<file path="src/rtl/pci_consts.svh">
// pin-change interrupt constants: register indices, resets, timing
// assumes the apb byte address of a register is four times its index
`ifndef PCI_CONSTS_SVH
`define PCI_CONSTS_SVH
`define PCI_IDX_MASK0 8'h6b
`define PCI_IDX_MASK1 8'h6c
`define PCI_IDX_MASK2 8'h6d
`define PCI_IDX_MASK3 8'h73
`define PCI_IDX_ENABLE 8'h68
`define PCI_IDX_FLAGS 8'h69
`define PCI_IDX_LEVEL 8'h6a
`define PCI_MASK_RST 8'h00
`define PCI_ENABLE_RST 4'h0
`define PCI_ARM_CYCLES 2'h3
`endif

</file>
<file path="src/rtl/pci_pkg.sv">
// types shared by the pin-change interrupt block
// assumes a single 250 mhz core clock
`default_nettype none
package pci_pkg;
    // apb phase tracker, one-hot
    typedef enum logic [2:0] {
        pci_st_idle = 3'b001,
        pci_st_setup = 3'b010,
        pci_st_access = 3'b100
    } pci_apb_st_t;
    // apb request as seen by the slave
    typedef struct packed {
        logic sel;
        logic enable;
        logic write;
        logic [11:0] addr;
        logic [31:0] wdata;
    } pci_apb_req_t;
    // per-group state handed up to the top
    typedef struct packed {
        logic flag;
        logic change;
    } pci_grp_stat_t;
endpackage : pci_pkg
`default_nettype wire

</file>
<file path="src/rtl/pci_grp.sv">
// one group of eight change-sense pins with its sticky request flag
// assumes raw pins are asynchronous; mask and enable come from the core clock
`include "pci_consts.svh"
`default_nettype none
module pci_grp
    import pci_pkg::*;
(
    input wire logic i_core_clk,
    input wire logic i_sys_rst,
    input wire logic [7:0] i_pins,
    input wire logic [7:0] i_mask,
    input wire logic i_enable,
    input wire logic i_clear,
    output logic [7:0] o_level,
    output pci_grp_stat_t o_stat
);
    logic [7:0] sync1_ff;
    logic [7:0] sync2_ff;
    logic [7:0] prev_ff;
    logic [1:0] arm_ff;
    logic flag_ff;
    logic armed;
    logic [7:0] hit;
    logic change;
    logic nxt_flag;
    ////////////////////////////////////////////////////////////////////////
    // detection on the free-running core clock, not the gated i/o clock
    always_ff @(posedge i_core_clk) begin
        if (i_sys_rst) begin
            sync1_ff <= 8'h00;
            sync2_ff <= 8'h00;
            prev_ff <= 8'h00;
        end else begin
            sync1_ff <= i_pins;
            sync2_ff <= sync1_ff;
            prev_ff <= sync2_ff;
        end
    end
    // hold off detection until the pipe holds real pin levels
    always_ff @(posedge i_core_clk) begin
        if (i_sys_rst) begin
            arm_ff <= 2'h0;
        end else if (!armed) begin
            arm_ff <= arm_ff + 2'h1;
        end
    end
    // per-pin gating by its mask bit and the group enable
    assign armed = (arm_ff == `PCI_ARM_CYCLES);
    assign hit = (sync2_ff ^ prev_ff) & i_mask & {8{i_enable}};
    assign change = armed & (|hit);
    // a new change wins over a clear in the same cycle
    assign nxt_flag = change | (flag_ff & ~i_clear);
    always_ff @(posedge i_core_clk) begin
        if (i_sys_rst) begin
            flag_ff <= 1'b0;
        end else begin
            flag_ff <= nxt_flag;
        end
    end
    assign o_level = sync2_ff;
    assign o_stat = '{flag: flag_ff, change: change};
    ////////////////////////////////////////////////////////////////////////
    property p_flag_set;
        @(posedge i_core_clk) disable iff (i_sys_rst)
        change |=> flag_ff;
    endproperty
    a_flag_set: assert property (p_flag_set) else $error("change lost");
    property p_clear;
        @(posedge i_core_clk) disable iff (i_sys_rst)
        (i_clear && !change) |=> !flag_ff;
    endproperty
    a_clear: assert property (p_clear) else $error("flag not cleared");
    property p_masked_off;
        @(posedge i_core_clk) disable iff (i_sys_rst)
        ((sync2_ff ^ prev_ff) & i_mask) == 8'h00 |-> !change;
    endproperty
    a_masked_off: assert property (p_masked_off) else $error("masked pin set");
    property p_group_off;
        @(posedge i_core_clk) disable iff (i_sys_rst)
        !i_enable && !flag_ff && !change |=> !flag_ff;
    endproperty
    a_group_off: assert property (p_group_off) else $error("disabled set");
endmodule : pci_grp
`default_nettype wire

</file>
<file path="src/rtl/pci_top.sv">
// pin-change interrupt controller: 32 pins in four groups of eight
// apb slave for masks, enables, flags and pin levels
// assumes a zero-wait apb master and a core that acks each vector it takes
//
// The APB slave port is this design's own decision.
`include "pci_consts.svh"
`default_nettype none
module pci_top
    import pci_pkg::*;
(
    input wire logic i_core_clk,
    input wire logic i_sys_rst,
    input wire logic i_psel,
    input wire logic i_penable,
    input wire logic i_pwrite,
    input wire logic [11:0] i_paddr,
    input wire logic [31:0] i_pwdata,
    output logic [31:0] o_prdata,
    output logic o_pready,
    output logic o_pslverr,
    input wire logic [31:0] i_change_sense_pins,
    input wire logic i_global_int_en,
    input wire logic [3:0] i_vector_taken,
    output logic [3:0] o_group_vector_req,
    output logic o_irq,
    output logic o_wake
);
    ////////////////////////////////////////////////////////////////////////
    // declarations
    pci_apb_req_t req;
    pci_apb_st_t state_ff;
    pci_apb_st_t nxt_state;
    logic [7:0] mask_ff [4];
    logic [3:0] enable_ff;
    logic [31:0] prdata_ff;
    logic [31:0] rd_mux;
    logic [31:0] level;
    logic [3:0] flags;
    logic [3:0] changes;
    logic [3:0] clr;
    logic [3:0] pending;
    pci_grp_stat_t stat [4];
    logic setup_cyc;
    logic acc_cyc;
    logic wr_en;
    logic hit_mask0;
    logic hit_mask1;
    logic hit_mask2;
    logic hit_mask3;
    logic hit_enable;
    logic hit_flags;
    logic hit_level;
    logic hit_any;
    logic word_ok;
    logic [7:0] idx;
    ////////////////////////////////////////////////////////////////////////
    // bundle the apb inputs; they come from logic on the same clock
    assign req = '{
        sel: i_psel,
        enable: i_penable,
        write: i_pwrite,
        addr: i_paddr,
        wdata: i_pwdata
    };
    assign setup_cyc = req.sel & ~req.enable;
    assign acc_cyc = req.sel & req.enable;
    ////////////////////////////////////////////////////////////////////////
    // apb phase tracker; an access without a setup before it is not answered
    always_comb begin
        nxt_state = pci_st_idle;
        case (state_ff)
            pci_st_idle: begin
                if (setup_cyc) begin
                    nxt_state = pci_st_setup;
                end
            end
            pci_st_setup: begin
                if (acc_cyc) begin
                    nxt_state = pci_st_access;
                end else if (setup_cyc) begin
                    nxt_state = pci_st_setup;
                end
            end
            pci_st_access: begin
                if (setup_cyc) begin
                    nxt_state = pci_st_setup;
                end
            end
            default: begin
                nxt_state = pci_st_idle;
            end
        endcase
    end
    always_ff @(posedge i_core_clk) begin
        if (i_sys_rst) begin
            state_ff <= pci_st_idle;
        end else begin
            state_ff <= nxt_state;
        end
    end
    // zero wait: the first access cycle after a setup completes
    assign o_pready = acc_cyc & (state_ff == pci_st_setup);
    assign wr_en = o_pready & req.write;
    ////////////////////////////////////////////////////////////////////////
    // address decode; printed offsets are word indices, not byte addresses
    assign idx = req.addr[9:2];
    assign word_ok = (req.addr[11:10] == 2'h0) && (req.addr[1:0] == 2'h0);
    assign hit_mask0 = word_ok && (idx == `PCI_IDX_MASK0);
    assign hit_mask1 = word_ok && (idx == `PCI_IDX_MASK1);
    assign hit_mask2 = word_ok && (idx == `PCI_IDX_MASK2);
    assign hit_mask3 = word_ok && (idx == `PCI_IDX_MASK3);
    assign hit_enable = word_ok && (idx == `PCI_IDX_ENABLE);
    assign hit_flags = word_ok && (idx == `PCI_IDX_FLAGS);
    assign hit_level = word_ok && (idx == `PCI_IDX_LEVEL);
    assign hit_any = hit_mask0 | hit_mask1 | hit_mask2 | hit_mask3 |
                     hit_enable | hit_flags | hit_level;
    // unmapped addresses answer with an error, writes to them are dropped
    assign o_pslverr = o_pready & ~hit_any;
    ////////////////////////////////////////////////////////////////////////
    // read mux; narrow registers sit in the low bits, upper bits read zero
    always_comb begin
        rd_mux = 32'h0000_0000;
        if (hit_mask0) begin
            rd_mux = {24'h00_0000, mask_ff[0]};
        end else if (hit_mask1) begin
            rd_mux = {24'h00_0000, mask_ff[1]};
        end else if (hit_mask2) begin
            rd_mux = {24'h00_0000, mask_ff[2]};
        end else if (hit_mask3) begin
            rd_mux = {24'h00_0000, mask_ff[3]};
        end else if (hit_enable) begin
            rd_mux = {28'h000_0000, enable_ff};
        end else if (hit_flags) begin
            rd_mux = {28'h000_0000, flags};
        end else if (hit_level) begin
            rd_mux = level;
        end
    end
    // read data is captured in the setup cycle so prdata comes from a flop
    always_ff @(posedge i_core_clk) begin
        if (i_sys_rst) begin
            prdata_ff <= 32'h0000_0000;
        end else if (setup_cyc) begin
            prdata_ff <= rd_mux;
        end
    end
    assign o_prdata = prdata_ff;
    ////////////////////////////////////////////////////////////////////////
    // mask registers, one per group, plain read/write
    always_ff @(posedge i_core_clk) begin
        if (i_sys_rst) begin
            mask_ff[0] <= `PCI_MASK_RST;
            mask_ff[1] <= `PCI_MASK_RST;
            mask_ff[2] <= `PCI_MASK_RST;
            mask_ff[3] <= `PCI_MASK_RST;
        end else if (wr_en) begin
            if (hit_mask0) begin
                mask_ff[0] <= req.wdata[7:0];
            end else if (hit_mask1) begin
                mask_ff[1] <= req.wdata[7:0];
            end else if (hit_mask2) begin
                mask_ff[2] <= req.wdata[7:0];
            end else if (hit_mask3) begin
                mask_ff[3] <= req.wdata[7:0];
            end
        end
    end
    // group enables double as the interrupt mask over the flag bits
    always_ff @(posedge i_core_clk) begin
        if (i_sys_rst) begin
            enable_ff <= `PCI_ENABLE_RST;
        end else if (wr_en && hit_enable) begin
            enable_ff <= req.wdata[3:0];
        end
    end
    ////////////////////////////////////////////////////////////////////////
    // flag clears: a one written, or the core taking that vector
    assign clr = ({4{wr_en & hit_flags}} & req.wdata[3:0]) | i_vector_taken;
    // four identical groups; group n uses mask n and enable bit n
    generate
        for (genvar g = 0; g < 4; g++) begin : g_grp
            pci_grp u_grp (
                .i_core_clk(i_core_clk),
                .i_sys_rst(i_sys_rst),
                .i_pins(i_change_sense_pins[8*g +: 8]),
                .i_mask(mask_ff[g]),
                .i_enable(enable_ff[g]),
                .i_clear(clr[g]),
                .o_level(level[8*g +: 8]),
                .o_stat(stat[g])
            );
            assign flags[g] = stat[g].flag;
            assign changes[g] = stat[g].change;
        end
    endgenerate
    ////////////////////////////////////////////////////////////////////////
    // vector requests need the flag, the group enable and the global bit
    assign pending = flags & enable_ff;
    assign o_group_vector_req = pending & {4{i_global_int_en}};
    assign o_irq = |o_group_vector_req;
    // wake ignores the global bit so a sleeping core still sees the change
    assign o_wake = |pending;
    ////////////////////////////////////////////////////////////////////////
    // checks
    property p_vec_g2;
        @(posedge i_core_clk) disable iff (i_sys_rst)
        (flags[2] && enable_ff[2] && i_global_int_en) |-> o_group_vector_req[2];
    endproperty
    a_vec_g2: assert property (p_vec_g2) else $error("group 2 not requested");
    property p_vec_g1;
        @(posedge i_core_clk) disable iff (i_sys_rst)
        !(enable_ff[1] && i_global_int_en) |-> !o_group_vector_req[1];
    endproperty
    a_vec_g1: assert property (p_vec_g1) else $error("group 1 unqualified");
    property p_vec_g0;
        @(posedge i_core_clk) disable iff (i_sys_rst)
        (changes[0] && enable_ff[0] && i_global_int_en && !clr[0])
            |=> o_group_vector_req[0] && flags[0];
    endproperty
    a_vec_g0: assert property (p_vec_g0) else $error("group 0 not raised");
    property p_vec_g3;
        @(posedge i_core_clk) disable iff (i_sys_rst)
        o_group_vector_req[3] |-> flags[3] && enable_ff[3] && i_global_int_en;
    endproperty
    a_vec_g3: assert property (p_vec_g3) else $error("group 3 unqualified");
    property p_g3_gate;
        @(posedge i_core_clk) disable iff (i_sys_rst)
        !enable_ff[3] |-> !changes[3];
    endproperty
    a_g3_gate: assert property (p_g3_gate) else $error("group 3 ungated");
    property p_taken;
        @(posedge i_core_clk) disable iff (i_sys_rst)
        (i_vector_taken[1] && !changes[1]) |=> !flags[1] && !o_group_vector_req[1];
    endproperty
    a_taken: assert property (p_taken) else $error("taken flag kept");
    property p_w1c;
        @(posedge i_core_clk) disable iff (i_sys_rst)
        (wr_en && hit_flags && req.wdata[2] && !changes[2]) |=> !flags[2];
    endproperty
    a_w1c: assert property (p_w1c) else $error("write one kept flag");
    property p_w0;
        @(posedge i_core_clk) disable iff (i_sys_rst)
        (wr_en && hit_flags && !req.wdata[0] && flags[0] && !i_vector_taken[0])
            |=> flags[0];
    endproperty
    a_w0: assert property (p_w0) else $error("write zero cleared flag");
    property p_mask3_wr;
        @(posedge i_core_clk) disable iff (i_sys_rst)
        (wr_en && hit_mask3) |=> mask_ff[3] == $past(req.wdata[7:0]);
    endproperty
    a_mask3_wr: assert property (p_mask3_wr) else $error("mask 3 not written");
    property p_mask2_rd;
        @(posedge i_core_clk) disable iff (i_sys_rst)
        (setup_cyc && hit_mask2) |=> o_prdata == {24'h00_0000, $past(mask_ff[2])};
    endproperty
    a_mask2_rd: assert property (p_mask2_rd) else $error("mask 2 read wrong");
    property p_mask1_hold;
        @(posedge i_core_clk) disable iff (i_sys_rst)
        !(wr_en && hit_mask1) |=> $stable(mask_ff[1]);
    endproperty
    a_mask1_hold: assert property (p_mask1_hold) else $error("mask 1 drifted");
    property p_mask0_rst;
        @(posedge i_core_clk)
        i_sys_rst |=> mask_ff[0] == `PCI_MASK_RST;
    endproperty
    a_mask0_rst: assert property (p_mask0_rst) else $error("mask 0 reset");
    property p_wake;
        @(posedge i_core_clk) disable iff (i_sys_rst)
        (changes[1] && enable_ff[1] && !clr[1]) |=> o_wake;
    endproperty
    a_wake: assert property (p_wake) else $error("no wake on change");
    property p_ready;
        @(posedge i_core_clk) disable iff (i_sys_rst)
        setup_cyc ##1 acc_cyc |-> o_pready;
    endproperty
    a_ready: assert property (p_ready) else $error("apb not answered");
    ////////////////////////////////////////////////////////////////////////
    // the other half of each gate, plus bus and reset behaviour
    property p_vec_g2_off;
        @(posedge i_core_clk) disable iff (i_sys_rst)
        !(enable_ff[2] && i_global_int_en) |-> !o_group_vector_req[2];
    endproperty
    a_vec_g2_off: assert property (p_vec_g2_off) else $error("group 2 ungated");
    property p_vec_g1_on;
        @(posedge i_core_clk) disable iff (i_sys_rst)
        (flags[1] && enable_ff[1] && i_global_int_en) |-> o_group_vector_req[1];
    endproperty
    a_vec_g1_on: assert property (p_vec_g1_on) else $error("group 1 not requested");
    property p_vec_g0_off;
        @(posedge i_core_clk) disable iff (i_sys_rst)
        !(enable_ff[0] && i_global_int_en) |-> !o_group_vector_req[0];
    endproperty
    a_vec_g0_off: assert property (p_vec_g0_off) else $error("group 0 ungated");
    property p_vec_g3_on;
        @(posedge i_core_clk) disable iff (i_sys_rst)
        (flags[3] && enable_ff[3] && i_global_int_en) |-> o_group_vector_req[3];
    endproperty
    a_vec_g3_on: assert property (p_vec_g3_on) else $error("group 3 not requested");
    property p_irq_level;
        @(posedge i_core_clk) disable iff (i_sys_rst)
        o_irq == ((|(flags & enable_ff)) && i_global_int_en);
    endproperty
    a_irq_level: assert property (p_irq_level) else $error("irq level wrong");
    property p_flag_sticky;
        @(posedge i_core_clk) disable iff (i_sys_rst)
        (flags[2] && !clr[2]) |=> flags[2];
    endproperty
    a_flag_sticky: assert property (p_flag_sticky) else $error("flag 2 dropped");
    property p_flags_rst;
        @(posedge i_core_clk)
        i_sys_rst |=> (flags == 4'h0) && !o_wake;
    endproperty
    a_flags_rst: assert property (p_flags_rst) else $error("flags not reset");
    property p_enable_wr;
        @(posedge i_core_clk) disable iff (i_sys_rst)
        (wr_en && hit_enable) |=> enable_ff == $past(req.wdata[3:0]);
    endproperty
    a_enable_wr: assert property (p_enable_wr) else $error("enable not written");
    property p_err_drop;
        @(posedge i_core_clk) disable iff (i_sys_rst)
        (o_pslverr && req.write) |=> $stable(enable_ff) && $stable(mask_ff[0]);
    endproperty
    a_err_drop: assert property (p_err_drop) else $error("errored write landed");
    property p_err_ready;
        @(posedge i_core_clk) disable iff (i_sys_rst)
        o_pslverr |-> o_pready;
    endproperty
    a_err_ready: assert property (p_err_ready) else $error("error without ready");
    property p_no_orphan;
        @(posedge i_core_clk) disable iff (i_sys_rst)
        (acc_cyc && state_ff != pci_st_setup) |-> !o_pready;
    endproperty
    a_no_orphan: assert property (p_no_orphan) else $error("access without setup");
    property p_taken_g3;
        @(posedge i_core_clk) disable iff (i_sys_rst)
        (i_vector_taken[3] && !changes[3]) |=> !flags[3];
    endproperty
    a_taken_g3: assert property (p_taken_g3) else $error("taken flag 3 kept");
    c_irq: cover property (@(posedge i_core_clk) disable iff (i_sys_rst) $rose(o_irq));
    c_taken: cover property (@(posedge i_core_clk) disable iff (i_sys_rst)
        i_vector_taken[0] && flags[0]);
    c_w1c: cover property (@(posedge i_core_clk) disable iff (i_sys_rst)
        wr_en && hit_flags && (req.wdata[3:0] & flags) != 4'h0);
    c_err: cover property (@(posedge i_core_clk) disable iff (i_sys_rst) o_pslverr);
    c_wake: cover property (@(posedge i_core_clk) disable iff (i_sys_rst)
        o_wake && !i_global_int_en);
endmodule : pci_top
`default_nettype wire

</file>
<file path="config.mk">
export PLATFORM = sky130hd
export DESIGN_NAME = pci_top
export DESIGN_NICKNAME = d
export VERILOG_FILES = /design/src/rtl/pci_pkg.sv /design/src/rtl/pci_grp.sv /design/src/rtl/pci_top.sv
export VERILOG_INCLUDE_DIRS = /design/src /design/src/rtl
export SDC_FILE = /design/constraint.sdc
export NUM_CORES = 1
export LEC_CHECK = 0
export ABC_AREA = 1
export BUFFER_PORTS_ARGS = -buffer_cell sky130_fd_sc_hd__buf_2
export CAP_MARGIN = 20
export CORE_MARGIN = 1.5
export CORE_UTILIZATION = 55
export CTS_CLUSTER_SIZE = 28
export DETAILED_ROUTE_END_ITERATION = 6
export PLACE_DENSITY_LB_ADDON = 0.08
export SYNTH_ARGS = -nofsm -noshare
export SYNTH_HDL_FRONTEND = slang
export SYNTH_SLANG_ARGS = --single-unit
</file>
<file path="constraint.sdc">
create_clock -name i_core_clk -period 2.6 [get_ports i_core_clk]
set_clock_uncertainty 0.2 [all_clocks]
set_input_delay 0.26 -clock i_core_clk [delete_from_list [all_inputs] [get_ports i_core_clk]]
set_output_delay 0.26 -clock i_core_clk [all_outputs]
set_load 0.01 [all_outputs]
</file>
* Word-level counts from Yosys, hierarchy flattened
Memory sizes are Yosys's and may differ from the RTL's.
Index checks and enable logic that the tools add are counted.
Widths: inputs -> output; s select.
** Word-level totals
- Register bits after elaboration :: 147
- RAM bits :: 32
- Bits of input ports :: 86
- Memories :: 1
** Operators by class
- $add $sub $neg :: 4
- Eq/ne operators :: 14
- Muxes and demuxes :: 38
- Bitwise operators :: 50
- Reductions and logical operators :: 18
** Memory list
- mask_ff :: words 4, bits a word 8, read ports 4, clocked after memory_dff 0, wr ports 4, RTL line pci_top.sv:33 : logic [7:0] mask_ff [4];
** Operator list (number)
- $mux 32 :: 7
- $and 8x8->8 :: 8
- $eq 8x7->1 const B :: 7
- $mux 8 :: 4
- $reduce_or 8->1 :: 4
- $xor 8x8->8 :: 4
- $mux 1 :: 24
- $and 1x1->1 :: 14
- $or 1x1->1 :: 14
- $and 4x4->4 :: 3
- $logic_and 1x1->1 :: 9
- $add 2x1->2 const B :: 4
- $eq 2x2->1 const B :: 4
- $reduce_or 4->1 :: 2
- $not 1->1 :: 6
- $pmux 3 s2 :: 1
- $logic_not 2->1 :: 2
- $or 4x4->4 :: 1
- $eq 3x1->1 const B :: 1
- $eq 3x2->1 const B :: 1
- $eq 3x3->1 const B :: 1
- $mux 3 :: 1
- $mux 2 :: 1
- $reduce_or 2->1 :: 1

* Longest topological paths before layout
Gate-level depths: netlist of run 1.
- Word-level depth :: 11
- Mapped depth :: 12

* Modules after synthesis
Synthesis of run 1 repeated with hierarchy kept, for this count alone.
** Second synthesis, totals
- Cell total of the unflattened synthesis :: 957
- Area total of the unflattened synthesis :: 7310.8 um^2
** By module, submodules not included
- pci_grp :: instances 4, cells an instance 132, area an instance 980.9 um^2, sequential area each 540.5 um^2
- pci_top :: instances 1, cells an instance 429, area an instance 3387.0 um^2, sequential area each 1741.7 um^2

* Least setup slack after synthesis of run 1
OpenSTA, ideal clock, no wires.
- Path kind :: input port to flip-flop
- From :: input port i_paddr[11]
- To :: memory mask_ff[1][0], enable pin
- Data arrival time :: 1525 ps
- Required time :: 2016 ps
- Slack :: 491 ps
- Stages on the path :: 5
- Path buffers :: 0
- Path through :: nor2_2 > nand2_2 > nor2_4 > nand2_2 > o21ai_0
** RTL lines
- start, declared :: RTL line pci_top.sv:16 : input wire logic [11:0] i_paddr,
- end, declared :: RTL line pci_top.sv:33

* Final worst setup path of run 1
- From :: input port i_penable
- To :: register g_grp[1].u_grp.flag_ff
** Between the ends
- Word-level cells in the longest chain between the ends :: 9
** RTL lines
- start, declared :: RTL line pci_top.sv:14 : input wire logic i_penable,
- $and 1x1->1 :: RTL line pci_top.sv:66 : assign acc_cyc = req.sel & req.enable;
- $and 1x1->1 :: RTL line pci_top.sv:102 : assign o_pready = acc_cyc & (state_ff == pci_st_setup);
- $and 1x1->1 :: RTL line pci_top.sv:103 : assign wr_en = o_pready & req.write;
- $and 1x1->1 :: RTL line pci_top.sv:178 : assign clr = ({4{wr_en & hit_flags}} & req.wdata[3:0]) | i_vector_taken;
- $and 4x4->4 :: RTL line pci_top.sv:178
- $or 4x4->4 :: RTL line pci_top.sv:178
- $not 1->1 :: RTL line pci_grp.sv:52 : assign nxt_flag = change | (flag_ff & ~i_clear);
- $and 1x1->1 :: RTL line pci_grp.sv:52
- $or 1x1->1 :: RTL line pci_grp.sv:52
- end signal, assigned :: RTL line pci_grp.sv:57 : flag_ff <= nxt_flag;
- end, declared :: RTL line pci_grp.sv:21 : logic flag_ff;
Every way passes these cells.
A chain may end at the register's enable or synchronous reset.

==> results.md, run 1 <==
- Status: completed
- P per Cell Area: 673 mW/mm²
- Initial Util: a little under three fifths
- Via Count: 5710
- Setup crit start: i_penable
- RR Startpoint: state_ff[0]
- Total congestion overflow: 0
- N_diodes: 0
- Syn_nets: 964
- Post-Layout Cell Count: between 1000 and 1500
- First drt pass iteration count: 5
- Post_cts resized: 0
- Max FO, Critical Path: 5
- Cell count after synthesis: around 870
- VDD IR max: 0.000517 V
- Placed cell count: 1131
- Slowest-stage cell, CP: dlygate4sd3_1
- Synth area leaders: dfxtp_1 41%, edfxtp_1 14%, nor2_1 8.9%, inv_1 7.9%, nand2_1 5.4%
- Unrepaired setup endpoints after global routing: false
- Worst slack, placed: 0.534 ns
- Placer Congestion: approximately 0.86
- Post-Route WL: 15600 µm
- Slew Limit Fails: 0
- Sequential area share after synthesis: 54.9%
- Root buffer cell: clkbuf_16
- Lkg Pwr: between 4 and 5 nW
- Worst Path Required: ~2.7 ns
- Synth area leader: dfxtp_1
- Filler instances: between 1000 and 1500
- Synth warnings: 0
- Die footprint: 0.0136 mm²
- DP Area: 0.00779 mm²
- Area occupied by multi-input gates: around 0.0025 mm²
- Core ar.: 0.0126 mm²
- Fmax: 439 MHz
- Avg Vias per Cell: 4.74
- First-iteration detailed-routing DRC count: 325
- DRC: 0
- Tightest Pin Transition: 0.656 ns
- Post-DP HPWL: 10700 µm
- Yosys cell types: 40
- Clock tree buffer depth: 2
- Buf/Inv on CP: 4
- Synthesized flop and latch total: about 180
- Worst Setup Slack, final: 0.322 ns
- Num CTS Buffers: 17
- Final setup fails: 0
- Leading cell type in the layout, fill and taps excluded: nor2_1
- Setup Buffers After CTS: 0
- Synthesized area per cell: 8.14 µm²
- Worst path arrival time: 2.38 ns
- Worst-path clk slew: 0.06 ns
- Worst setup EP type: register
- Vias in the first global route: 5182
- Storage cell area: 0.00390 mm²
- Rows: 41
- Die Y: about 120 µm
- Normalized max-slew margin: a little under three fifths
- Worst-Skew Late Latency: 0.43 ns
- Yosys top cell area share: 41.4%
- Global router's overall resource usage: 24.0%
- Startpoint Class: input port
- Number of nets in the layout: 1110
- CP Cell Sequence: dlygate4sd3_1, buf_2, inv_2, nor3_4, nand2_2, nor2_2, nand2_1, nand2_1, dlygate4sd3_1, a21oi_1
- Max-cap violation count: 0
- Kind of cell adding the most delay to the critical path: buffers and inverters
- Crit share post-route: 87.6%
- Hold buffers post-CTS: 42
- Min Tclk post-route: 2.28 ns
- CTS tree: done
- Routed Antenna Nets: 0
- Port Buffers: 101
- Setup TNS: 0 ns
- Final hold vios: 0
- Initial antenna violation count: 0
- Drt wl/cell: 12.9 µm
- Ports: 126
- Die Width: 117 µm
- Largest net degree at the start of global routing: 59
- Post-route cell area: 0.00878 mm²
- Hold Path Origin: i_pwdata[6]
- Worst Hold Class: input port to register
- Htree depth: 4
- First-pass GRT wire length: 24800 µm
- Cell area after synthesis: 0.00711 mm²
- Worst path max stage delay: 0.55 ns
- CTS Sinks: 179
- Most frequent cells in the layout: 169 x nor2_1, 149 x inv_1, 147 x dfxtp_1
- Area grow syn2layout: 23.5%
- Crit path kind: input port to register
- Fraction of layout cells with a size suffix above 1: around 18%
final cells by class:
type                    count  area share (%)
clock inverters             8           0.812
repair buffers            152            11.3
clock buffers              23            5.68
flip-flops and latches    179            44.4
multi-input cells         512            28.5
well taps                 172            2.45
inverters                 158            6.81
logic make-up (layout without fill, tap and decap cells):
family	count (synthesis)	in the layout	share of synthesized area, %
and+or+nand+nor	345	345	22.2
buffers and inverters	183	341	10.0
DFF	179	179	54.9
AOI/OAI and AO/OA	156	156	11.4
xor gates and xnor gates	7	7	0.862
adders and majority gates	4	4	0.704
worst register-to-register path: cells and delay by family (launching register included):
family	cells	cell delay, ns
AO/OA/AOI/OAI	1	0.06
buffers and inverters	1	0.55
flip-flops	1	0.32
AND/OR/NAND/NOR	7	0.96
metal layers:
layer / track usage [%] / wire length [µm] / vias up
li1: - / - / 3018
met1: 31.5 / 7400 / 2535
met2: 39.6 / 7080 / 137
met3: 4.62 / 818 / 20
met4: 8.59 / 264 / 0
met5: 0 / 0 / -
per-stage QoR:
step | util, % | power (mW) | hold WS, ns
6_report | 69.6 | 5.91 | 0.0267
5_1_grt | 69.6 | 6.12 | 0.0356
4_1_cts | 69.6 | 5.94 | 0.0294
3_5_place_dp | 61.8 | 3.47 | 0.193
3_3_place_gp | 61.8 | 3.46 | 0.189
2_1_floorplan | - | 3.30 | 0.131
cell usage after synthesis (all sizes together):
master    n
nand3    26
nor3     16
nor4      2
a31oi     2
inv     156
dfxtp   147
o21ai    80
xor2      1
and3      1
xnor2     6
o22ai     3
o211ai    1
clkbuf   20
nor2    183
buf       5
nand2   112
a41oi     1
edfxtp   32
or2       1
nand4     4
clkinv    2
ha        4
a21oi    69
sequential cells by signal (all words and copies together), names as in the netlist:
register	cells
enable_ff	4
g_grp.u_grp.arm_ff	8
g_grp.u_grp.flag_ff	4
g_grp.u_grp.o_level	32
g_grp.u_grp.prev_ff	32
g_grp.u_grp.sync1_ff	32
mask_ff	32
o_prdata	32
state_ff	3
path summary, 6_finish.rpt:
check,end,slack (ns),depth (start not counted)
max,g_grp[1].u_grp.flag_ff,0.32,10
max reg2reg,g_grp[1].u_grp.flag_ff,0.39,9
min reg2reg,g_grp[3].u_grp.o_level[6],0.20,2
min,mask_ff[3][6],0.03,3
power breakdown:
part           leakage [nW]  total (mW)  switching, mW  internal [mW]
clock                 0.289        2.46           1.02           1.44
sequential             1.54        3.02         0.0682           2.95
combinational          2.22       0.434          0.250          0.183
(Power assumes the default switching activity.)
==> run 2, diff against run 1 <==
- ABC_AREA: 1 -> default
==> run 2 against run 1 <==
Critical path type is now register to register. Hold slack worse by 0.020 ns. Sequential share of layout area is 2.2 points higher. Global-route usage grew 1.1 points. Area after synthesis fell by 5.7%.
==> results.md, run 2 <==
- Status: completed
- Main synth FF type: dfxtp_1
- Drt wl/cell: 17.0 µm (+31%)
- Setup Buffers After CTS: 0 (unchanged)
- Lkg Pwr: 3.58 nW (-12%)
- Vias in the first global route: 4836 (-6.7%)
- Synth warnings: 0 (unchanged)
- Via Count: 4927 (-14%)
- Post-synth EDFFs: 32 (unchanged)
- Port Buffers: 101 (unchanged)
- P per Cell Area: 700 mW/mm² (+4.0%)
- Leading cell type in the layout, fill and taps excluded: dfxtp_1
- Ports: 126 (unchanged)
- Worst-path clk slew: 0.06 ns (about the same)
- Die Width: 113 µm (-2.8%)
- Die footprint: 0.0129 mm² (-5.6%)
- Routed Antenna Nets: 0 (unchanged)
- Syn_nets: 702 (-27%)
- Post-Layout Cell Count: 914 (-24%)
- Die Y: 113 µm (-2.8%)
- Fmax: 413 MHz (-5.9%)
- First-pass GRT wire length: 24300 µm (-2.3%)
- Synthesized area per cell: 11.0 µm² (+35%)
- Crit path kind: register to register
- CTS tree: done
- First drt pass iteration count: 4 (-1)
- Normalized max-slew margin: 55.8% (-0.34 points)
- Post-route cell area: 0.00836 mm² (-4.8%)
- Hold buffers post-CTS: 38 (-9.5%)
- Yosys top cell area share: 43.9% (+2.5 points)
- Filler instances: 889 (-14%)
- Cell count after synthesis: 612 (-30%)
- Htree depth: 4 (unchanged)
- VDD IR max: 0.000593 V (+15%)
- Core ar.: 0.0120 mm² (-5.2%)
- Avg Vias per Cell: 5.39 (+14%)
- Num CTS Buffers: 17 (unchanged)
- Most common cell in the netlist: dfxtp_1
- Post-Route WL: 15500 µm (-0.39%)
- Initial Util: 56.1% (-0.30 points)
- FFs w/ async S/R, synth: 0% (unchanged)
- Worst path arrival time: 2.36 ns (-0.02 ns)
- Global router's overall resource usage: 25.1% (+1.1 points)
- Worst Path Required: 2.54 ns (-0.16 ns)
- Post_cts resized: 0 (unchanged)
- Max FO, Critical Path: 5 (unchanged)
- Clock tree buffer depth: 2 (unchanged)
- Post-layout util: 69.9% (+0.32 points)
- Fin Hold WS: 0.00680 ns (-0.0199 ns)
- Min Tclk post-route: 2.42 ns (+0.144 ns)
- Slew Limit Fails: 0 (unchanged)
- Area grow syn2layout: 24.7%
- Yosys cell types: 43 (+7.5%)
- Most frequent cells in the layout: 147 x dfxtp_1, 101 x nor2b_1, 100 x buf_2
- Crit share post-route: 93.2% (+5.5 points)
- Final setup fails: 0 (unchanged)
- Root buffer cell: clkbuf_16
- Cell area after synthesis: 0.00671 mm² (-5.7%)
- DRC: 0 (unchanged)
- Pwr Total: 5.86 mW (-0.95%)
- First-iteration detailed-routing DRC count: 305 (-6.2%)
- Placed cell count: 845 (-25%)
- Final hold vios: 0 (unchanged)
- Largest net degree at the start of global routing: 66 (+12%)
- Placer Congestion: 0.911 (+6.1%)
- Sequential area share after synthesis: 58.2% (+3.3 points)
- Worst-Skew Late Latency: 0.43 ns (about the same)
- Tightest Pin Transition: 0.663 ns (+0.00669 ns)
- Worst Hold Class: input port to register
- Synth area leaders: dfxtp_1 44%, edfxtp_1 14%, nor2b_1 9.4%, a22oi_1 5.6%, xor2_1 4.8%
- Max-cap violation count: 0 (unchanged)
- Number of nets in the layout: 845 (-24%)
- Total congestion overflow: 0 (unchanged)
- Synthesized flop and latch total: 179 (unchanged)
- Startpoint Class: register
- DP Area: 0.00740 mm² (-5.0%)
- Worst setup EP type: register
- N_diodes: 0 (unchanged)
- Post-DP HPWL: 10700 µm (+0.19%)
- Initial antenna violation count: 0 (unchanged)
- Fraction of layout cells with a size suffix above 1: 21.0% (+3.2 points)
- Synth area leader: dfxtp_1
- Unrepaired setup endpoints after global routing: false
- CTS Sinks: 179 (unchanged)
- Leading cell types by count after synthesis: 147 x dfxtp_1, 101 x nor2b_1, 50 x a22oi_1
- Rows: 40 (-2.4%)
[run 2: layout make-up]
| cell class | count | area (µm²) | area share, % |
|---|---|---|---|
| Clock buffer | 23 | 519 | 6.21 |
| Clock inverter | 8 | 62.6 | 0.748 |
| Inverter | 8 | 30.0 | 0.359 |
| Multi-Input combinational cell | 394 | 2640 | 31.6 |
| Sequential cell | 179 | 3900 | 46.7 |
| Tap cell | 147 | 184 | 2.20 |
| Timing Repair Buffer | 155 | 1020 | 12.2 |
[run 2: per-layer routing]
metal	share of wire [%]	global-route usage, %	up-vias	wire, µm
li1	-	-	2413	-
met1	44	31.5	2359	6770
met2	50	42.5	128	7760
met3	4.3	5.42	27	674
met4	1.9	10.0	0	295
met5	0	0	-	0
[run 2: power by group]
group	internal, mW	switching (mW)	leakage [nW]	total, mW
Sequential	2.93	0.0680	1.54	3.00
Clock	1.41	1.04	0.292	2.45
Combinational	0.195	0.209	1.75	0.404
[run 2: worst max-delay path, stage by stage, from the launching register on]
cell	delay, ns
dfxtp_1	0.34
nand2b_1	0.18
or4_1	0.56
nor3_1	0.30
nand2_1	0.10
o21ai_0	0.25
buf_4	0.20
[run 2: final timing paths]
path,start,to,slack (ns),cells after the start
worst max-delay path,state_ff[2],mask_ff[1][7],0.18,6
worst min-delay path,i_pwdata[5],mask_ff[2][5],0.007,2
worst min register to register,g_grp[3].u_grp.sync1_ff[0],g_grp[3].u_grp.o_level[0],0.23,1
worst max register to register,state_ff[2],mask_ff[1][7],0.18,6
[run 2: through the flow]
step / TNS, ns / setup WS, ns
floorplan: -1.16 / -0.0723
global placement: 0 / 0.0898
detailed placement: 0 / 0.0403
CTS: 0 / 0.189
global route: 0 / 0.0386
finish: 0 / 0.178
[run 2: logic make-up (layout without fill, tap and decap cells)]
family	count (synthesis)	after routing	synth area share (%)
simple gates	238	238	21.0
flops	179	179	58.2
compound gates	103	103	11.0
buf+inv	39	194	2.35
xor+xnor	37	37	4.83
mux	12	12	1.87
fa+ha+maj	4	4	0.746
